===== src/logic/radio_cfg_pkg.sv =====
// Purpose: Shared constants and types for the radio state control config.
// Assumes: Byte-wide register port, registers at fixed offsets.
// Notes:   Reserved fields hold fixed values and ignore writes.
`default_nettype none
package radio_cfg_pkg;

  // ==========================================================
  // Register offsets
  localparam logic [5:0] POST_TX_STATE_CONFIG_ADDR       = 6'h17;
  localparam logic [5:0] CALIBRATION_TIMEOUT_CONFIG_ADDR = 6'h18;

  // ==========================================================
  // Field positions
  localparam int NEXT_STATE_LSB = 0;
  localparam int RSV_TX_LSB     = 2;
  localparam int PO_SELECT_LSB  = 2;
  localparam int AUTOCAL_LSB    = 4;

  // ==========================================================
  // Reset and fixed values
  localparam logic [1:0] NEXT_STATE_RESET = 2'h0;
  localparam logic [3:0] RSV_TX_VALUE     = 4'hC;
  localparam logic [1:0] AUTOCAL_RESET    = 2'h0;
  localparam logic [1:0] PO_SELECT_RESET  = 2'h1;
  localparam logic [1:0] RSV_CAL_VALUE    = 2'h0;

  // ==========================================================
  // Timing counts
  localparam int         RIPPLE_WIDTH = 6;
  localparam int         EXPIRE_WIDTH = 9;
  localparam logic [8:0] EXPIRE_SEL0  = 9'h001;
  localparam logic [8:0] EXPIRE_SEL1  = 9'h010;
  localparam logic [8:0] EXPIRE_SEL2  = 9'h040;
  localparam logic [8:0] EXPIRE_SEL3  = 9'h100;
  localparam logic [1:0] CAL_EVERY_NTH_LAST = 2'h3;

  // ==========================================================
  // Encodings
  typedef enum logic [1:0] {
    POST_TX_IDLE  = 2'b00,
    POST_TX_FSTX  = 2'b01,
    POST_TX_STAY  = 2'b10,
    POST_TX_UNDEF = 2'b11
  } post_tx_e;

  typedef enum logic [1:0] {
    AUTOCAL_NEVER      = 2'b00,
    AUTOCAL_ENTER_TX   = 2'b01,
    AUTOCAL_LEAVE_TX   = 2'b10,
    AUTOCAL_LEAVE_4TH  = 2'b11
  } autocal_e;

  typedef enum logic [1:0] {
    GO_IDLE        = 2'b00,
    GO_SYNTH_ON_TX = 2'b01,
    GO_STAY_TX     = 2'b10
  } tx_end_target_e;

  typedef struct packed {
    post_tx_e   post_transmit_next_state;
    autocal_e   synth_auto_calibration_select;
    logic [1:0] power_on_expire_select;
  } radio_cfg_s;

  typedef struct packed {
    logic manual_calibrate_strobe;
    logic idle_to_tx;
    logic tx_to_idle;
    logic packet_done;
  } radio_event_s;

  function automatic logic [8:0] expire_count(input logic [1:0] sel);
    logic [8:0] r;
    r = EXPIRE_SEL0;
    unique case (sel)
      2'h0: r = EXPIRE_SEL0;
      2'h1: r = EXPIRE_SEL1;
      2'h2: r = EXPIRE_SEL2;
      2'h3: r = EXPIRE_SEL3;
    endcase
    return r;
  endfunction : expire_count

endpackage : radio_cfg_pkg
`default_nettype wire


===== src/logic/power_on_timer.sv =====
// Purpose: Holds charge pump ready off until the ripple counter has expired expire_target times.
// Assumes: Oscillator stable level already synchronised to clk.
// Notes:   Losing oscillator stability restarts the whole wait.
`timescale 1ns/1ps
`default_nettype none
module power_on_timer
(
  input  wire logic       clk,
  input  wire logic       arst_n,
  input  wire logic       osc_stable,
  input  wire logic [8:0] expire_target,
  output logic            charge_pump_ready_low
);

  logic [radio_cfg_pkg::RIPPLE_WIDTH-1:0] ripple;
  logic [radio_cfg_pkg::RIPPLE_WIDTH-1:0] next_ripple;
  logic [radio_cfg_pkg::EXPIRE_WIDTH-1:0] expires;
  logic [radio_cfg_pkg::EXPIRE_WIDTH-1:0] next_expires;
  logic                                   next_ready_low;
  logic                                   done;

  // ==========================================================
  // Ripple counting
  // Compared live so a late field change still ends the wait sanely
  assign done = (expires >= expire_target);

  always_comb
  begin
    next_ripple    = ripple;
    next_expires   = expires;
    next_ready_low = 1'b1;
    if (!osc_stable)
    begin
      next_ripple  = '0;
      next_expires = '0;
    end
    else if (!done)
    begin
      next_ripple = ripple + 1'b1;
      if (&ripple)
        next_expires = expires + 1'b1;
    end
    else
      next_ready_low = 1'b0;
  end

  always_ff @(posedge clk or negedge arst_n)
  begin
    if (!arst_n)
    begin
      ripple                <= '0;
      expires               <= '0;
      charge_pump_ready_low <= 1'b1;
    end
    else
    begin
      ripple                <= next_ripple;
      expires               <= next_expires;
      charge_pump_ready_low <= next_ready_low;
    end
  end

endmodule : power_on_timer
`default_nettype wire


===== src/logic/radio_state_control_config.sv =====
// Purpose: Post-transmit state, auto calibration and power-on wait config.
// Assumes: Register port driven by the serial interface front end on clk.
// Notes:   Reserved register bits are constants and ignore writes.
// Notes on behaviour
// - Post-transmit code 0 returns to idle, 1 to synth-on ready; reset 0.
// - Post-transmit code 2 stays in transmit and restarts preamble.
// - Auto-calibration code 0 calibrates only on the manual strobe.
// - Code 1 calibrates on each move from idle into transmit or ready.
// - Code 2 calibrates on each transmit-to-idle, code 3 on every fourth.
// - After the oscillator is stable the ripple counter expires N times.
// - Power-on select 0,1,2,3 gives 1,16,64,256 expiries; reset 1.
`timescale 1ns/1ps
`default_nettype none
module radio_state_control_config
(
  input  wire logic                       clk,
  input  wire logic                       arst_n,
  input  wire logic [5:0]                 reg_addr,
  input  wire logic [7:0]                 reg_wdata,
  input  wire logic                       reg_write,
  input  wire logic                       reg_read,
  output logic      [7:0]                 reg_rdata,
  input  wire radio_cfg_pkg::radio_event_s events,
  input  wire logic                       osc_stable_pin,
  output var radio_cfg_pkg::tx_end_target_e tx_end_target,
  output logic                            tx_end_valid,
  output logic                            calibrate_start,
  output logic                            charge_pump_ready_low
);

  radio_cfg_pkg::radio_cfg_s     cfg;
  radio_cfg_pkg::radio_cfg_s     next_cfg;
  logic [7:0]                    next_rdata;
  radio_cfg_pkg::tx_end_target_e next_tx_end_target;
  logic                          next_tx_end_valid;
  logic                          next_calibrate_start;
  logic [1:0]                    leave_count;
  logic [1:0]                    next_leave_count;
  logic                          stable_meta;
  logic                          stable_sync;
  logic [8:0]                    expire_target;

  // ==========================================================
  // Register writes
  always_comb
  begin
    next_cfg = cfg;
    if (reg_write)
    begin
      if (reg_addr == radio_cfg_pkg::POST_TX_STATE_CONFIG_ADDR)
        next_cfg.post_transmit_next_state = radio_cfg_pkg::post_tx_e'(
          reg_wdata[radio_cfg_pkg::NEXT_STATE_LSB +: 2]);
      else if (reg_addr == radio_cfg_pkg::CALIBRATION_TIMEOUT_CONFIG_ADDR)
      begin
        next_cfg.synth_auto_calibration_select = radio_cfg_pkg::autocal_e'(
          reg_wdata[radio_cfg_pkg::AUTOCAL_LSB +: 2]);
        next_cfg.power_on_expire_select =
          reg_wdata[radio_cfg_pkg::PO_SELECT_LSB +: 2];
      end
    end
  end

  // ==========================================================
  // Register reads
  // Read beside a write in one cycle returns the old value
  always_comb
  begin
    next_rdata = reg_rdata;
    if (reg_read)
    begin
      next_rdata = 8'h00;
      if (reg_addr == radio_cfg_pkg::POST_TX_STATE_CONFIG_ADDR)
      begin
        next_rdata[radio_cfg_pkg::RSV_TX_LSB +: 4] =
          radio_cfg_pkg::RSV_TX_VALUE;
        next_rdata[radio_cfg_pkg::NEXT_STATE_LSB +: 2] =
          cfg.post_transmit_next_state;
      end
      else if (reg_addr == radio_cfg_pkg::CALIBRATION_TIMEOUT_CONFIG_ADDR)
      begin
        next_rdata[radio_cfg_pkg::AUTOCAL_LSB +: 2] =
          cfg.synth_auto_calibration_select;
        next_rdata[radio_cfg_pkg::PO_SELECT_LSB +: 2] =
          cfg.power_on_expire_select;
        next_rdata[1:0] = radio_cfg_pkg::RSV_CAL_VALUE;
      end
    end
  end

  always_ff @(posedge clk or negedge arst_n)
  begin
    if (!arst_n)
    begin
      cfg.post_transmit_next_state <= radio_cfg_pkg::post_tx_e'(
        radio_cfg_pkg::NEXT_STATE_RESET);
      cfg.synth_auto_calibration_select <= radio_cfg_pkg::autocal_e'(
        radio_cfg_pkg::AUTOCAL_RESET);
      cfg.power_on_expire_select <= radio_cfg_pkg::PO_SELECT_RESET;
      reg_rdata <= 8'h00;
    end
    else
    begin
      cfg       <= next_cfg;
      reg_rdata <= next_rdata;
    end
  end

  // ==========================================================
  // End of packet target
  // Undefined code 3 falls back to idle rather than locking up
  // Target holds between packets, valid marks a fresh one
  always_comb
  begin
    next_tx_end_valid  = events.packet_done;
    next_tx_end_target = tx_end_target;
    if (events.packet_done)
    begin
      unique case (cfg.post_transmit_next_state)
        radio_cfg_pkg::POST_TX_IDLE:
          next_tx_end_target = radio_cfg_pkg::GO_IDLE;
        radio_cfg_pkg::POST_TX_FSTX:
          next_tx_end_target = radio_cfg_pkg::GO_SYNTH_ON_TX;
        radio_cfg_pkg::POST_TX_STAY:
          next_tx_end_target = radio_cfg_pkg::GO_STAY_TX;
        radio_cfg_pkg::POST_TX_UNDEF:
          next_tx_end_target = radio_cfg_pkg::GO_IDLE;
      endcase
    end
  end

  always_ff @(posedge clk or negedge arst_n)
  begin
    if (!arst_n)
    begin
      tx_end_target <= radio_cfg_pkg::GO_IDLE;
      tx_end_valid  <= 1'b0;
    end
    else
    begin
      tx_end_target <= next_tx_end_target;
      tx_end_valid  <= next_tx_end_valid;
    end
  end

  // ==========================================================
  // Calibration triggers
  // Coincident causes merge into one pulse
  // Counter kept across mode changes, so a switch back resumes
  always_comb
  begin
    next_leave_count     = leave_count;
    next_calibrate_start = events.manual_calibrate_strobe;
    unique case (cfg.synth_auto_calibration_select)
      radio_cfg_pkg::AUTOCAL_NEVER:
        next_leave_count = leave_count;
      radio_cfg_pkg::AUTOCAL_ENTER_TX:
        if (events.idle_to_tx)
          next_calibrate_start = 1'b1;
      radio_cfg_pkg::AUTOCAL_LEAVE_TX:
        if (events.tx_to_idle)
          next_calibrate_start = 1'b1;
      radio_cfg_pkg::AUTOCAL_LEAVE_4TH:
        if (events.tx_to_idle)
        begin
          next_leave_count = leave_count + 1'b1;
          if (leave_count == radio_cfg_pkg::CAL_EVERY_NTH_LAST)
            next_calibrate_start = 1'b1;
        end
    endcase
  end

  always_ff @(posedge clk or negedge arst_n)
  begin
    if (!arst_n)
    begin
      leave_count     <= 2'h0;
      calibrate_start <= 1'b0;
    end
    else
    begin
      leave_count     <= next_leave_count;
      calibrate_start <= next_calibrate_start;
    end
  end

  // ==========================================================
  // Oscillator stable synchroniser
  // Pin is asynchronous to clk, so two stages before any use
  always_ff @(posedge clk or negedge arst_n)
  begin
    if (!arst_n)
    begin
      stable_meta <= 1'b0;
      stable_sync <= 1'b0;
    end
    else
    begin
      stable_meta <= osc_stable_pin;
      stable_sync <= stable_meta;
    end
  end

  // ==========================================================
  // Power-on wait
  // Decoded here so the timer stays a plain counter
  assign expire_target =
    radio_cfg_pkg::expire_count(cfg.power_on_expire_select);

  power_on_timer u_power_on_timer
  (
    .clk                   (clk),
    .arst_n                (arst_n),
    .osc_stable            (stable_sync),
    .expire_target         (expire_target),
    .charge_pump_ready_low (charge_pump_ready_low)
  );

endmodule : radio_state_control_config
`default_nettype wire


===== config.mk =====
export PLATFORM = sky130hd
export DESIGN_NAME = radio_state_control_config
export DESIGN_NICKNAME = d
export VERILOG_FILES = /design/src/logic/radio_cfg_pkg.sv /design/src/logic/power_on_timer.sv /design/src/logic/radio_state_control_config.sv
export SDC_FILE = /design/constraint.sdc
export NUM_CORES = 1
export LEC_CHECK = 0
export BUFFER_PORTS_ARGS = -buffer_cell sky130_fd_sc_hd__buf_2
export CAP_MARGIN = 25
export CORE_MARGIN = 10
export CORE_UTILIZATION = 45
export DETAILED_ROUTE_END_ITERATION = 16
export MAX_ROUTING_LAYER = met4
export PLACE_DENSITY = 0.69
export SKIP_CTS_REPAIR_TIMING = 1
export SLEW_MARGIN = 40
export SYNTH_ARGS = -nofsm -noshare
export SYNTH_HDL_FRONTEND = slang
export SYNTH_SLANG_ARGS = --single-unit

===== constraint.sdc =====
create_clock -name clk -period 3.6 [get_ports clk]
set_input_delay 0.54 -clock clk [delete_from_list [all_inputs] [get_ports clk]]
set_output_delay 0.54 -clock clk [all_outputs]
set_load 0.02 [all_outputs]

==> metrics, run 1 <==
outcome=completed; Clk Latency, worst-skew pair=about 0.28 ns; first-pass GRT wire length=6590 um; Setup crit start kind=register; Clock Sinks=36; DRT Pass-1 Iters=6; Placed Area=slightly above 2000 sq um; Final GP Congestion=0.830; htree depth=2; maximum vdd drop=0.000271 V; routed via count=1440; WL/cell=14.2 um; Mapped Cells=180; crit path max fanout=7; Final nets=245; grt total ovfl=0; Layout area overhead=14.8%; RSZ-0062 raised after global routing=false; core box area=4030 sq um; Max Fclk=roughly 390 MHz; post-layout util=53.6%; Synth cell types=41; syn avg cell area=10.5 sq um; Max Cap Viol=0; All-Layer GR Usage=11.0%; final setup violation count=0; Die Y=approximately 85 um; Worst Skew=0.00783 ns; final WL=about 3700 um; top post-synthesis cells by area=dfrtp_1, ha_1, a21oi_1, nand3_1, o31ai_1; clk buf depth=2; ANT nets after route=0; Data arrival, critical path=2.78 ns; n_diodes=0; static leakage=~0.00096 uW; Worst Setup SP=cfg[0]; DIE AREA=7170 sq um; Worst Setup End Kind=register; FF-to-FF path depth=6; DP Wirelength=2770 um; number of buffers created by CTS=5; Mapped Area=between 1500 and 2000 sq um; fraction of layout cells with a size suffix above 1=between 20% and 30%; setup TNS=0 ns; commonest non-fill, non-tap cells in the layout=dfrtp_1, buf_2, a21oi_1; Slew Viols, Final=0; Total Power=936 uW; final cell area excluding filler cells=2160 sq um; most common cell after layout, fill and taps aside=dfrtp_1; leading area contributor after synthesis=dfrtp_1; initial antenna violation count=0; sequential area share after synthesis=48.0%; post-route clock period utilization=71.8%; worst path required time=3.80 ns; Synth Warn #=0; Critical R2R Launch=cfg[0]; worst slew pin tran=between 0.6 and 0.7 ns; row count=23; PD cells=approximately 430 nW/um^2; vias per inst=around 5.5; I/O pin cnt=36; die width=84.7 um; Synth top area share=45.2%; initial drt markers=132; clk slew on worst S/H paths=roughly 0.070 ns; vias in the first global route=around 1500; setup ws final=1.02 ns; largest net degree at the start of global routing=37; DRC Markers=0; Final Hold Viols=0; WS Path Type=reg -> reg; Clock Root Buffer=clkbuf_8; port bufs=31; dpl ws=1.04 ns; Final min period=2.58 ns; starting utilization of the core area=46.7%; #FFs+latches synth=36; HP Class=in -> async; Slew Limit Headroom=around 55%; CTS tree=built
## state kept, by name, indices dropped and copies added, names as in the netlist
register / flops
u_power_on_timer.ripple: 6
reg_rdata: 6
leave_count: 2
u_power_on_timer.expires: 9
stable_sync: 1
calibrate_start: 1
cfg: 6
tx_end_valid: 1
stable_meta: 1
tx_end_target: 2
u_power_on_timer.charge_pump_ready_low: 1
## path summary, 6_finish.rpt
path	endpoint	slack (ns)
worst max-delay path	u_power_on_timer.expires[7]	1.02
worst min-delay path	u_power_on_timer.ripple[2]	0.20
min in group clk	stable_sync	0.35
max in group asynchronous	u_power_on_timer.charge_pump_ready_low	3.06
worst max register to register	u_power_on_timer.expires[7]	1.02
worst min register to register	stable_sync	0.35
## cells by family after synthesis
| group | Yosys count | share of synthesized area (%) |
|---|---|---|
| compound gates | 46 | 15.7 |
| simple gates | 57 | 18.5 |
| fa+ha+maj | 10 | 6.64 |
| mux | 10 | 5.78 |
| other cells | 1 | 0.199 |
| flops | 36 | 48.0 |
| xor+xnor | 1 | 0.465 |
| buf+inv | 19 | 4.65 |
## metrics by stage
step           cells  hold WS, ns
2_1_floorplan    181        0.244
3_3_place_gp     255        0.332
3_5_place_dp     255        0.336
4_1_cts          262        0.351
5_1_grt          262        0.225
6_report         262        0.198
## final cells by class
type	count	area (sq um)
Inverter	12	45.0
Multi-Input combinational cell	126	896
Clock buffer	7	96.3
Timing Repair Buffer	31	158
Fill cell	353	1870
Tap cell	50	62.6
Sequential cell	36	903
## per-layer routing
metal / GRT usage (%) / wire length, um
met1: 13.5 / 1810
met5: - / 0
met2: 16.6 / 1720
met4: 3.59 / 24
met3: 3.57 / 157
## cell usage after synthesis, drive strengths merged
cell	number
a21o	1
o221a	1
inv	12
a22o	1
dfrtp	34
nand2b	8
o221ai	1
o21ai	13
nor4bb	1
dfstp	2
o31ai	8
nor4	3
nand4b	2
mux2i	3
a2111o	1
a211o	2
or4	8
clkbuf	3
buf	4
xnor2	1
nor2	4
nand3	12
a2111oi	1
and4	1
or3	2
a32oi	1
conb	1
mux2	7
nor3b	1
a21oi	16
nand2	11
nand3b	2
or3b	1
nand4	1
ha	10
## critical path: stages (launching register included)
cell and delay [ns]:
dfstp_2 0.57, nand2b_1 0.13, ha_1 0.24, a211o_1 0.35, a2111o_1 0.54, or4_1 0.51, a21oi_1 0.16
## report_power, final
group	switching [uW]	total, uW	internal, uW
Combinational	97.0	164	67.5
Sequential	27.5	467	439
Clock	134	305	170
(Power assumes the default switching activity.)
==> run 2: changes to the inputs <==
Settings changed: PLACE_DENSITY 0.69 to 0.72.
Clock period 3.6 ns to 2.3 ns, I/O delays scaled along.
==> metrics, run 2 (synthesis results as in run 1) <==
WS Path Type=reg -> reg; Critical R2R Launch=cfg[0]; Logic pwr share=25.8% (+8.2 points); static leakage=0.00113 uW (+18%); crit path max fanout=5 (-2); row count=23 (unchanged); switching share of power=29.3% (+1.7 points); largest net degree at the start of global routing=37 (unchanged); RSZ-0062 raised after global routing=true; Max Fclk=412 MHz (+6.4%); routed via count=1668 (+16%); clock share of power=33.1% (+0.5 points); post-route clock period utilization=106% (+34 points); clk slew on worst S/H paths=0.08 ns (about the same); maximum vdd drop=0.000672 V (+150%); Flop pwr share=41.1% (-8.8 points); violated checks=negative hold slack, negative setup slack; n_diodes=0 (unchanged); Final GP Congestion=0.782 (-5.7%); PD cells=689 nW/um^2 (+59%); starting utilization of the core area=46.7% (unchanged); vias per inst=5.75 (+4.6%); sequential cell area=903 sq um (unchanged); vias in the first global route=1542 (+6.2%); Clock Sinks=36 (unchanged); outcome=complete, but fails checks; fraction of layout cells with a size suffix above 1=42.5% (+20 points); I/O pin cnt=36 (unchanged); placed cell count=272 (+6.7%); initial antenna violation count=0 (unchanged); DRT Pass-1 Iters=4 (-2); Final min period=2.43 ns (-0.155 ns); DRC Markers=0 (unchanged); most flop-heavy register=u_power_on_timer.expires; Net Sw Power=519 uW (+100%); ANT nets after route=0 (unchanged); Slew Limit Headroom=62.1% (+6.8 points); post-layout util=63.8% (+10 points); dpl ws=-0.120 ns (-1.16 ns); Layout area overhead=36.4%; Worst Setup SP=cfg[0]; final setup violation count=10 (+10); core box area=4030 sq um (unchanged); final cell count without fillers=290 (+11%); Clk Latency, worst-skew pair=0.30 ns (+0.02 ns); internal power=1250 uW (+85%); final cell area excluding filler cells=2570 sq um (+19%); Setup crit start kind=register; Max Cap Viol=0 (unchanged); Min Hold Slack=-0.0130 ns (-0.211 ns); final WL=4720 um (+27%); most common cell after layout, fill and taps aside=dfrtp_1; Clock Root Buffer=clkbuf_8; Data arrival, critical path=2.66 ns (-0.12 ns); Slew Viols, Final=0 (unchanged); CTS tree=built; port bufs=31 (unchanged); WL/cell=16.3 um (+15%); Die Y=84.7 um (unchanged); Final nets=272 (+11%); number of buffers created by CTS=5 (unchanged); setup ws final=-0.129 ns (-1.15 ns); die width=84.7 um (unchanged); Final Hold Viols=34 (+34); HP Class=in -> async; All-Layer GR Usage=12.0% (+1.0 points); htree depth=2 (unchanged); clk buf depth=2 (unchanged); first-pass GRT wire length=6930 um (+5.2%); Total Power=1770 uW (+89%); grt total ovfl=0 (unchanged); max FFs per register=9 (unchanged); Worst Skew=0.00323 ns (-0.00459 ns); area of the multi-input gates=1080 sq um (+21%); DP Wirelength=2940 um (+6.1%); worst slew pin tran=0.568 ns (-0.0860 ns); initial drt markers=106 (-20%); Worst Setup End Kind=register; commonest non-fill, non-tap cells in the layout=dfrtp_1, buf_2, buf_4; DIE AREA=7170 sq um (unchanged); filler cell count=323 (-8.5%); worst path required time=2.53 ns (-1.27 ns); Placed Area=2200 sq um (+6.9%)
==> run 2: cell count changes in the layout (fill, tap and decap cells not counted), sizes merged <==
cell,change
o221a,+2
buf,+24
inv,+1
bufinv,+1
clkinvlp,+1
clkbuf,-2
a21o,+1
==> run 2: area by class of cell <==
type                       instances  share of cell area, %
inverter                          12                   1.75
sequential                        36                   35.2
tap                               50                   2.44
clock inverter                     3                   1.80
multi-input combinational        129                   42.2
timing repair buffer              55                   13.9
clock buffer                       5                   2.68
==> run 2: power groups by stage <==
stage / Clock [uW] / Combinational, uW / Sequential [uW]
global placement: 0 / 324 / 736
floorplan: 0 / 182 / 753
detailed placement: 0 / 331 / 739
CTS: 594 / 333 / 726
finish: 586 / 456 / 727
global route: 633 / 493 / 735
==> run 2: worst paths after layout <==
check / to / slack, ns / cells after the start
setup / recovery: u_power_on_timer.expires[3] / -0.13 / 6
hold / removal: u_power_on_timer.expires[7] / -0.01 / 1
setup reg to reg: u_power_on_timer.expires[3] / -0.13 / 6
hold reg to reg: stable_sync / 0.36 / 0
max in group asynchronous: u_power_on_timer.charge_pump_ready_low / 1.97 / 1
min in group clk: stable_meta / 0.14 / 1
==> run 2: metrics by stage <==
stage               TNS, ns  hold WS [ns]
finish               -0.582       -0.0130
global placement     -0.902         0.336
detailed placement    -1.19         0.339
global route          -1.44       0.00906
floorplan                 0        0.0494
CTS                   -1.47         0.137
==> run 2: worst max-delay path: stages (launching register included) <==
cell and delay, ns:
dfstp_2 0.57, nand2b_4 0.14, ha_4 0.20, a211o_1 0.29, a2111o_1 0.51, or4_4 0.51, a21oi_2 0.13
==> run 2: metal layers <==
metal / up-vias / global-route usage (%) / part of all wire, %
met4: 0 / 5.54 / 2.3
met1: 817 / 13.5 / 43
met5: - / - / 0
met3: 11 / 3.96 / 5.2
li1: 788 / - / -
met2: 52 / 18.9 / 49
